File: src/rtl/dsp_pkg.sv
// Purpose: Shared constants for the codec serial statistics port.
// Assumes: One system clock; the codec end makes the bit clock from it.
// Notes:   Both ends and the link checks use these names.
package dsp_pkg;
  localparam int WORD_BITS    = 16;     // Bits in one slot.
  localparam int TX_SLOTS     = 52;     // Slots in a frame sent by the codec.
  localparam int RX_SLOTS     = 84;     // Slots in a frame sent by the processor.
  localparam int CLK_DIV      = 4;      // System clocks per serial bit clock.
  localparam int HALF_DIV     = CLK_DIV / 2; // System clocks per bit clock phase.
  localparam int SYS_CLK_MHZ  = 200;    // System clock rate.
  localparam int MAX_SLOTS    = 128;    // Bound for slot counter width.
  localparam logic [15:0] WORD_ZERO = 16'h0000; // Reset value of a word.
endpackage

File: src/rtl/dsp_if.sv
// Purpose: Pins between the codec serial port and the external processor.
// Assumes: All pins are one-way; the bit clock is made by the codec end.
// Notes:   No clocking block; the bench joins the two ends through this.
`timescale 1ns/1ps
`default_nettype none
interface dsp_if;
  logic serial_bit_clock;        // Bit clock driven by the codec.
  logic tx_data;                 // Codec to processor data.
  logic transmit_frame_sync;     // Codec frame marker.
  logic rx_data;                 // Processor to codec data.
  logic receive_frame_sync;      // Processor frame marker.
  logic processor_alert_line_n;  // Active-low alert from the codec.
  modport codec (
    output serial_bit_clock, tx_data, transmit_frame_sync, processor_alert_line_n,
    input  rx_data, receive_frame_sync
  );
  modport proc (
    input  serial_bit_clock, tx_data, transmit_frame_sync, processor_alert_line_n,
    output rx_data, receive_frame_sync
  );
endinterface
`default_nettype wire

File: src/rtl/dsp_codec_end.sv
// Purpose: Codec end of the serial statistics port.
// Assumes: The processor on its side.
// Notes:   Words pass through two-entry buffers in each direction.
`timescale 1ns/1ps
`default_nettype none
module dsp_codec_end #(
  parameter int TX_SLOTS = dsp_pkg::TX_SLOTS, // Slots per transmit frame.
  parameter int RX_SLOTS = dsp_pkg::RX_SLOTS  // Slots per receive frame.
) (
  input  wire logic        CLK_SYS,     // System clock, 200 MHz.
  input  wire logic        SYS_RST,     // Synchronous active-high reset.
  input  wire logic        DSP_PRESENT, // High when a processor is attached.
  input  wire logic        TX_START,    // Pulse: begin a statistics frame.
  input  wire logic [15:0] TX_WORD,     // Word to send.
  input  wire logic        TX_VALID,    // TX_WORD is valid.
  output logic             TX_READY,    // Buffer can take a word.
  output logic [15:0]      RX_WORD,     // Received word.
  output logic             RX_VALID,    // RX_WORD is valid.
  input  wire logic        RX_READY,    // User takes a word.
  output logic             BUSY,        // Transfer in progress.
  dsp_if.codec             link         // Pins to the processor.
);
  localparam int SW = $clog2(dsp_pkg::MAX_SLOTS); // Slot counter width.
  localparam int BW = $clog2(dsp_pkg::WORD_BITS); // Bit counter width.
  localparam logic [1:0] DIV_TOP = 2'(dsp_pkg::CLK_DIV - 1); // Divider top.
  localparam logic [1:0] DIV_FALL = 2'(dsp_pkg::HALF_DIV - 1); // Last high phase.
  localparam logic [BW-1:0] BIT_TOP = BW'(dsp_pkg::WORD_BITS - 1); // Last bit.
  localparam logic [SW-1:0] TX_LAST = SW'(TX_SLOTS - 1); // Last send slot.
  localparam logic [SW-1:0] RX_LAST = SW'(RX_SLOTS - 1); // Last receive slot.

  initial begin
    if (TX_SLOTS < 1 || TX_SLOTS > dsp_pkg::MAX_SLOTS || RX_SLOTS < 1 || RX_SLOTS > dsp_pkg::MAX_SLOTS) begin
      $error("Slot counts out of range.");
    end
  end

  // Divider state and bit clock.
  logic [1:0] div_q, div_d;         // System clock phase in a bit period.
  logic       sclk_q, sclk_d;       // Bit clock level.
  logic       rise_en, fall_en;     // Enables at bit clock edges.

  // The divider runs only with a processor attached; the pin stays low otherwise.
  always_comb begin
    div_d  = DSP_PRESENT ? ((div_q == DIV_TOP) ? 2'h0 : div_q + 2'h1) : DIV_TOP;
    sclk_d = DSP_PRESENT && (div_d <= DIV_FALL);
    rise_en = DSP_PRESENT && (div_q == DIV_TOP); // Rising edge comes next.
    fall_en = DSP_PRESENT && (div_q == DIV_FALL); // Falling edge comes next.
  end

  // Registers the divider.
  always_ff @(posedge CLK_SYS) begin
    if (SYS_RST) begin
      div_q  <= DIV_TOP;
      sclk_q <= 1'b0;
    end else begin
      div_q  <= div_d;
      sclk_q <= sclk_d;
    end
  end

  // Input synchronisers for the pins from the processor.
  logic [1:0] rxd_s_q, rfs_s_q;     // Two-stage synchronisers.
  always_ff @(posedge CLK_SYS) begin
    if (SYS_RST) begin
      rxd_s_q <= 2'h0;
      rfs_s_q <= 2'h0;
    end else begin
      rxd_s_q <= {rxd_s_q[0], link.rx_data};
      rfs_s_q <= {rfs_s_q[0], link.receive_frame_sync};
    end
  end

  // Transmit buffer: two entries.
  logic [15:0] tb_q [2], tb_d [2];  // Entries.
  logic [1:0]  tb_cnt_q, tb_cnt_d;  // Fill level.
  logic        tb_pop;              // Transmitter takes a word.

  // Transmit machine.
  typedef enum logic [2:0] {TX_IDLE = 3'b001, TX_SYNC = 3'b010, TX_SHIFT = 3'b100} dsp_tx_t;
  dsp_tx_t     tx_st_q, tx_st_d;    // Transmit state.
  logic [15:0] tsh_q, tsh_d;        // Transmit shifter.
  logic [BW-1:0] tbit_q, tbit_d;    // Bit within slot.
  logic [SW-1:0] tslot_q, tslot_d;  // Slot within frame.
  logic        tfs_q, tfs_d;        // Frame sync pin.
  logic        start_q, start_d;    // Pending frame request.

  // Sends a sync pulse for one bit, then 16-bit slots, each MSB first.
  always_comb begin
    tx_st_d = tx_st_q;
    tsh_d   = tsh_q;
    tbit_d  = tbit_q;
    tslot_d = tslot_q;
    tfs_d   = tfs_q;
    tb_pop  = 1'b0;
    start_d = start_q | (TX_START & DSP_PRESENT);
    unique case (tx_st_q)
      TX_IDLE: begin
        if (rise_en && start_q) begin
          tfs_d   = 1'b1;
          start_d = TX_START & DSP_PRESENT;
          tx_st_d = TX_SYNC;
        end
      end
      TX_SYNC: begin
        if (rise_en) begin
          tfs_d   = 1'b0;
          tbit_d  = '0;
          tslot_d = '0;
          tb_pop  = (tb_cnt_q != 2'h0);
          tsh_d   = tb_pop ? tb_q[0] : dsp_pkg::WORD_ZERO;
          tx_st_d = TX_SHIFT;
        end
      end
      TX_SHIFT: begin
        if (rise_en) begin
          if (tbit_q != BIT_TOP) begin
            tbit_d = tbit_q + 1'b1;
            tsh_d  = {tsh_q[14:0], 1'b0};
          end else if (tslot_q != TX_LAST) begin
            tbit_d  = '0;
            tslot_d = tslot_q + 1'b1;
            tb_pop  = (tb_cnt_q != 2'h0);
            tsh_d   = tb_pop ? tb_q[0] : dsp_pkg::WORD_ZERO;
          end else begin
            tsh_d   = dsp_pkg::WORD_ZERO;
            tx_st_d = TX_IDLE;
          end
        end
      end
    endcase
  end

  // Transmit buffer next state.
  always_comb begin
    tb_d     = tb_q;
    tb_cnt_d = tb_cnt_q;
    if (tb_pop) begin
      tb_d[0]  = tb_q[1];
      tb_cnt_d = tb_cnt_d - 2'h1;
    end
    if (TX_VALID && TX_READY) begin
      tb_d[tb_cnt_d[0]] = TX_WORD;
      tb_cnt_d = tb_cnt_d + 2'h1;
    end
  end

  // Receive machine.
  typedef enum logic [2:0] {RX_IDLE = 3'b001, RX_SYNC = 3'b010, RX_SHIFT = 3'b100} dsp_rx_t;
  dsp_rx_t     rx_st_q, rx_st_d;    // Receive state.
  logic [15:0] rsh_q, rsh_d;        // Receive shifter.
  logic [BW-1:0] rbit_q, rbit_d;    // Bit within slot.
  logic [SW-1:0] rslot_q, rslot_d;  // Slot within frame.
  logic        rfs_old_q, rfs_old_d; // Sync level at previous falling edge.
  logic        rpush;               // A whole word arrived.
  logic [15:0] rb_q [2], rb_d [2];  // Receive buffer entries.
  logic [1:0]  rb_cnt_q, rb_cnt_d;  // Receive buffer fill.

  // Samples on falling edges; a low-to-high sync opens a frame one bit later.
  always_comb begin
    rx_st_d   = rx_st_q;
    rsh_d     = rsh_q;
    rbit_d    = rbit_q;
    rslot_d   = rslot_q;
    rfs_old_d = rfs_old_q;
    rpush     = 1'b0;
    if (fall_en) begin
      rfs_old_d = rfs_s_q[1];
      unique case (rx_st_q)
        RX_IDLE: begin
          if (rfs_s_q[1] && !rfs_old_q) begin
            rx_st_d = RX_SYNC;
          end
        end
        RX_SYNC: begin
          rsh_d   = {15'h0000, rxd_s_q[1]};
          rbit_d  = BW'(1);
          rslot_d = '0;
          rx_st_d = RX_SHIFT;
        end
        RX_SHIFT: begin
          rsh_d  = {rsh_q[14:0], rxd_s_q[1]};
          rbit_d = rbit_q + 1'b1;
          if (rbit_q == BIT_TOP) begin
            rpush  = 1'b1; // A word taken when full is dropped.
            rbit_d = '0;
            if (rslot_q == RX_LAST) begin
              rx_st_d = RX_IDLE;
            end else begin
              rslot_d = rslot_q + 1'b1;
            end
          end
        end
      endcase
    end
    if (!DSP_PRESENT) begin
      rx_st_d = RX_IDLE;
    end
  end

  // Receive buffer next state.
  always_comb begin
    rb_d     = rb_q;
    rb_cnt_d = rb_cnt_q;
    if (RX_VALID && RX_READY) begin
      rb_d[0]  = rb_q[1];
      rb_cnt_d = rb_cnt_d - 2'h1;
    end
    if (rpush && rb_cnt_d != 2'h2) begin
      rb_d[rb_cnt_d[0]] = rsh_d;
      rb_cnt_d = rb_cnt_d + 2'h1;
    end
  end

  // Registers both machines, buffers and pins.
  always_ff @(posedge CLK_SYS) begin
    if (SYS_RST) begin
      tx_st_q <= TX_IDLE;
      tsh_q <= dsp_pkg::WORD_ZERO;
      tbit_q <= '0;
      tslot_q <= '0;
      tfs_q <= 1'b0;
      start_q <= 1'b0;
      tb_q <= '{dsp_pkg::WORD_ZERO, dsp_pkg::WORD_ZERO};
      tb_cnt_q <= 2'h0;
      rx_st_q <= RX_IDLE;
      rsh_q <= dsp_pkg::WORD_ZERO;
      rbit_q <= '0;
      rslot_q <= '0;
      rfs_old_q <= 1'b1;
      rb_q <= '{dsp_pkg::WORD_ZERO, dsp_pkg::WORD_ZERO};
      rb_cnt_q <= 2'h0;
      TX_READY <= 1'b0;
      RX_VALID <= 1'b0;
      RX_WORD <= dsp_pkg::WORD_ZERO;
      BUSY <= 1'b0;
      link.processor_alert_line_n <= 1'b1;
    end else begin
      tx_st_q <= tx_st_d;
      tsh_q <= tsh_d;
      tbit_q <= tbit_d;
      tslot_q <= tslot_d;
      tfs_q <= tfs_d;
      start_q <= start_d;
      tb_q <= tb_d;
      tb_cnt_q <= tb_cnt_d;
      rx_st_q <= rx_st_d;
      rsh_q <= rsh_d;
      rbit_q <= rbit_d;
      rslot_q <= rslot_d;
      rfs_old_q <= rfs_old_d;
      rb_q <= rb_d;
      rb_cnt_q <= rb_cnt_d;
      TX_READY <= (tb_cnt_d != 2'h2);
      RX_VALID <= (rb_cnt_d != 2'h0);
      RX_WORD <= rb_d[0];
      BUSY <= (tx_st_d != TX_IDLE) || (rx_st_d != RX_IDLE);
      link.processor_alert_line_n <= !((tx_st_d != TX_IDLE) || (rx_st_d != RX_IDLE));
    end
  end

  assign link.serial_bit_clock    = sclk_q;
  assign link.tx_data             = tsh_q[15];
  assign link.transmit_frame_sync = tfs_q;
endmodule
`default_nettype wire

File: src/flat_wrapper.sv
// flat-port wrapper written by rule: the top's interface ports become plain ports
module dsp_codec_end_flat 
#(
  parameter int TX_SLOTS = dsp_pkg::TX_SLOTS,                             
  parameter int RX_SLOTS = dsp_pkg::RX_SLOTS                             
)
  (CLK_SYS, SYS_RST, DSP_PRESENT, TX_START, TX_WORD, TX_VALID, TX_READY, RX_WORD, RX_VALID, RX_READY, BUSY, link_serial_bit_clock, link_tx_data, link_transmit_frame_sync, link_processor_alert_line_n, link_rx_data, link_receive_frame_sync);
  dsp_if link_i ();
  input  wire logic CLK_SYS;
  input  wire logic SYS_RST;
  input  wire logic DSP_PRESENT;
  input  wire logic TX_START;
  input  wire logic [15:0] TX_WORD;
  input  wire logic TX_VALID;
  output logic TX_READY;
  output logic [15:0] RX_WORD;
  output logic RX_VALID;
  input  wire logic RX_READY;
  output logic BUSY;
  output wire logic [$bits(link_i.serial_bit_clock)-1:0] link_serial_bit_clock;
  output wire logic [$bits(link_i.tx_data)-1:0] link_tx_data;
  output wire logic [$bits(link_i.transmit_frame_sync)-1:0] link_transmit_frame_sync;
  output wire logic [$bits(link_i.processor_alert_line_n)-1:0] link_processor_alert_line_n;
  input wire logic [$bits(link_i.rx_data)-1:0] link_rx_data;
  input wire logic [$bits(link_i.receive_frame_sync)-1:0] link_receive_frame_sync;
  assign link_serial_bit_clock = link_i.serial_bit_clock;
  assign link_tx_data = link_i.tx_data;
  assign link_transmit_frame_sync = link_i.transmit_frame_sync;
  assign link_processor_alert_line_n = link_i.processor_alert_line_n;
  assign link_i.rx_data = link_rx_data;
  assign link_i.receive_frame_sync = link_receive_frame_sync;
  dsp_codec_end #(.TX_SLOTS(TX_SLOTS), .RX_SLOTS(RX_SLOTS)) u_core (.CLK_SYS(CLK_SYS), .SYS_RST(SYS_RST), .DSP_PRESENT(DSP_PRESENT), .TX_START(TX_START), .TX_WORD(TX_WORD), .TX_VALID(TX_VALID), .TX_READY(TX_READY), .RX_WORD(RX_WORD), .RX_VALID(RX_VALID), .RX_READY(RX_READY), .BUSY(BUSY), .link(link_i));
endmodule
File: config.mk
export PLATFORM = sky130hd
export DESIGN_NAME = dsp_codec_end_flat
export DESIGN_NICKNAME = d
export VERILOG_FILES = /design/src/rtl/dsp_pkg.sv /design/src/rtl/dsp_if.sv /design/src/rtl/dsp_codec_end.sv /design/src/flat_wrapper.sv
export SDC_FILE = /design/constraint.sdc
export NUM_CORES = 1
export LEC_CHECK = 0
export BUFFER_PORTS_ARGS = -buffer_cell sky130_fd_sc_hd__buf_2
export CAP_MARGIN = 20
export CORE_ASPECT_RATIO = 1.5
export CORE_UTILIZATION = 45
export DETAILED_ROUTE_END_ITERATION = 12
export GPL_TIMING_DRIVEN = 0
export RECOVER_POWER = 50
export SLEW_MARGIN = 20
export SYNTH_ARGS = -nofsm -noshare
export SYNTH_HDL_FRONTEND = slang
export SYNTH_SLANG_ARGS = --single-unit
export TNS_END_PERCENT = 10
File: constraint.sdc
create_clock -name CLK_SYS -period 9.5 [get_ports CLK_SYS]
set_input_delay 1.9 -clock CLK_SYS [delete_from_list [all_inputs] [get_ports CLK_SYS]]
set_output_delay 1.9 -clock CLK_SYS [all_outputs]
set_load 0.01 [all_outputs]
==> results by group <==
GRT
  • Largest net degree at the start of global routing: 17
  • Initial antenna violation count: 0
  • Number of global-route vias before repair: 5318
  • Gr usage total: 22.2%
  • Grt ovf: 0
  • First-pass GRT wire length: 25200 microns

Power and ir drop
  • Power per Cell Area: 185 nW/um^2
  • VDD IR max: 89.4 uV
  • Leak Pwr: 2.71 nW

Clocking
  • Worst-Skew Late Latency: 410 ps
  • Clock tree buffer depth: 2
  • # clock sinks: 142
  • Post-CTS setup buffers: 0
  • CTS tree: yes
  • Hold buffers post-CTS: 0
  • TritonCTS Buffers: 17
  • Post-CTS resize count: 0
  • H-tree levels: 4
  • Clock root cell: clkbuf_16
  • Clk pin slew, worst setup/hold paths: 60 ps

Status
  • Failing checks: DRC
  • Status: finished with violations

Worst setup path
  • Crit Path Max Fanout: 10
  • Endpoint type of the worst setup path: register
  • Critical path type: input port to register
  • Data required time of the worst path: 9820 ps
  • Arr. time, crit path: 5810 ps
  • Startpoint Class: input port

Routing
  • Via/cell ratio: 5.69
  • Routed WL per cell: 16.9 microns
  • DR pass1 iterations: 9
  • Routed wire length: 15500 microns
  • DRT iter0 DRCs: 190
  • DRC Markers: 3
  • Final ANT Viol Nets: 0
  • Vias post-DR: 5238

Timing
  • Worst-case clock skew: 9.86 ps
  • Pins Over Slew Limit: 0
  • RSZ-0062 raised after global routing: no
  • Final setup vio count: 0
  • Worst-margin pin slew: 780 ps
  • Setup TNS Final: 0 ps
  • Crit share post-route: 57.8%
  • Final Critical Period: 5490 ps
  • Peak Freq: 182 MHz
  • Final hold vios: 0
  • Slew headroom: 47.9%

Synth
  • Post-synth top flop: dfxtp_1
  • Average size of a mapped cell: 9.19 sq um
  • Seq/Total Area, Yosys: 45.2%
  • Gate Count Post-Synth: 684
  • Post-synth ARST share: 0%
  • Synth warn: 0
  • #FFs+latches synth: 142
  • Synth cell types: 57
  • Number of enable flip-flop cells after synthesis: 0
  • Syn Nets: 718
  • Post-synthesis cell area: 6290 sq um

Die
  • Die height: 147 microns
  • Ports: 47
  • Starting density of the core: 46.2%
  • Core area: 13600 sq um
  • Width of the die: 98.5 microns
  • Row Count: 52
  • Die area: 14500 sq um

Run
  • Max-cap check violation count: 0

Placement
  • IO buf count: 43
  • DP Area: 6710 sq um
  • DP Wirelength: 11200 microns
  • Gpl congestion: 0.811

Finish
  • Number of diodes: 0
  • Layout cells sized above 1: 13.8%
  • Final nets: 780
  • Post-route cell area: 7270 sq um
  • Area grow syn2layout: 15.7%

Hold path
  • Hold Crit Class: register to register
## power breakdown
group          internal, mW  switching [mW]  leakage (nW)
Clock                 0.426           0.245         0.290
Sequential            0.606         0.00654          1.15
Combinational        0.0239          0.0383          1.27
Total                  1.06           0.290          2.71
## cells by family after synthesis
kind of cell,share of synthesized area (%)
fa+ha+maj,1.99
flops,45.2
simple gates,19.0
xor+xnor,1.93
mux,8.60
compound gates,17.4
buf+inv,5.87
## worst paths after layout
check | from | end | slack (ps) | depth (start not counted)
min reg2reg | u_core.div_q[0] | u_core.div_q[0] | 410 | 1
max | RX_READY | register | 4010 | 11
max reg2reg | u_core.RX_VALID | register | 5150 | 11
min | u_core.div_q[0] | u_core.div_q[0] | 410 | 1
## worst max-delay path, stage by stage
cell and delay, ps:
clkbuf_1 290, nand2_1 360, xor2_2 330, clkbuf_1 420, ha_1 380, nor4_4 600
buf_2 430, ha_1 290, clkbuf_1 440, nor2_1 100, a211oi_1 240
## Yosys cell counts, drive strengths merged (17+ instances only)
| library cell | instances | area (sq um) |
|---|---|---|
| dfxtp | 142 | 2840 |
| nor3 | 17 | 85.1 |
| a311oi | 18 | 214 |
| buf | 25 | 170 |
| nor2 | 107 | 402 |
| a211oi | 37 | 278 |
| nand2 | 35 | 141 |
| nand3 | 30 | 150 |
| mux2i | 36 | 360 |
| a22oi | 18 | 135 |
| clkbuf | 40 | 150 |
| and3 | 20 | 125 |
## area by class of cell
class,instances,area (sq um)
fill,1269,6320
multi-input combinational,464,3070
sequential,142,2840
clock buffer,22,464
buffer,65,318
tap,162,203
timing repair buffer,43,186
clock inverter,10,138
inverter,13,48.8
## metrics by stage
| step | utilization (%) | setup WS [ps] | total power [mW] | cells | hold WS (ps) |
|---|---|---|---|---|---|
| 3_5_place_dp | 49.3 | 3610 | 0.688 | 889 | 398 |
| 2_1_floorplan | - | 4620 | 0.665 | 684 | 380 |
| 3_3_place_gp | 49.3 | 3760 | 0.687 | 889 | 388 |
| 6_report | 53.5 | 4010 | 1.35 | 921 | 408 |
| 5_1_grt | 53.5 | 3780 | 1.40 | 921 | 423 |
| 4_1_cts | 53.7 | 4050 | 1.36 | 921 | 411 |
## placed cells by master (no fill, tap or decap), types with 3 or more instances in the layout
cell type and n:
and3_1 20, or4_1 3, clkinv_2 3, a221oi_1 15
nor3_1 17, and2_1 5, a22oi_1 18, nand2_1 34
ha_1 10, a31oi_1 3, buf_4 16, a311oi_1 9
mux2i_1 36, o21ai_0 8, inv_1 13, dfxtp_1 142
xnor2_1 11, a21oi_1 16, mux2_2 16, buf_2 25
or3_1 3, a31o_2 3, nor2_1 107, a211oi_1 37
bufinv_16 3, a311oi_2 9, clkbuf_16 17, clkbuf_1 69
nor2b_1 10, nor3b_1 4, nand3_1 30, o211ai_1 4
## routing by layer
layer  track usage (%)  share of wire [%]  wire (microns)
met5                 0                  0               0
met4              9.55                2.8             430
met3              4.47                2.6             400
met2              43.0                 55            8490
met1              22.6                 40            6210
No activity file was read; power rests on OpenSTA's default activity.
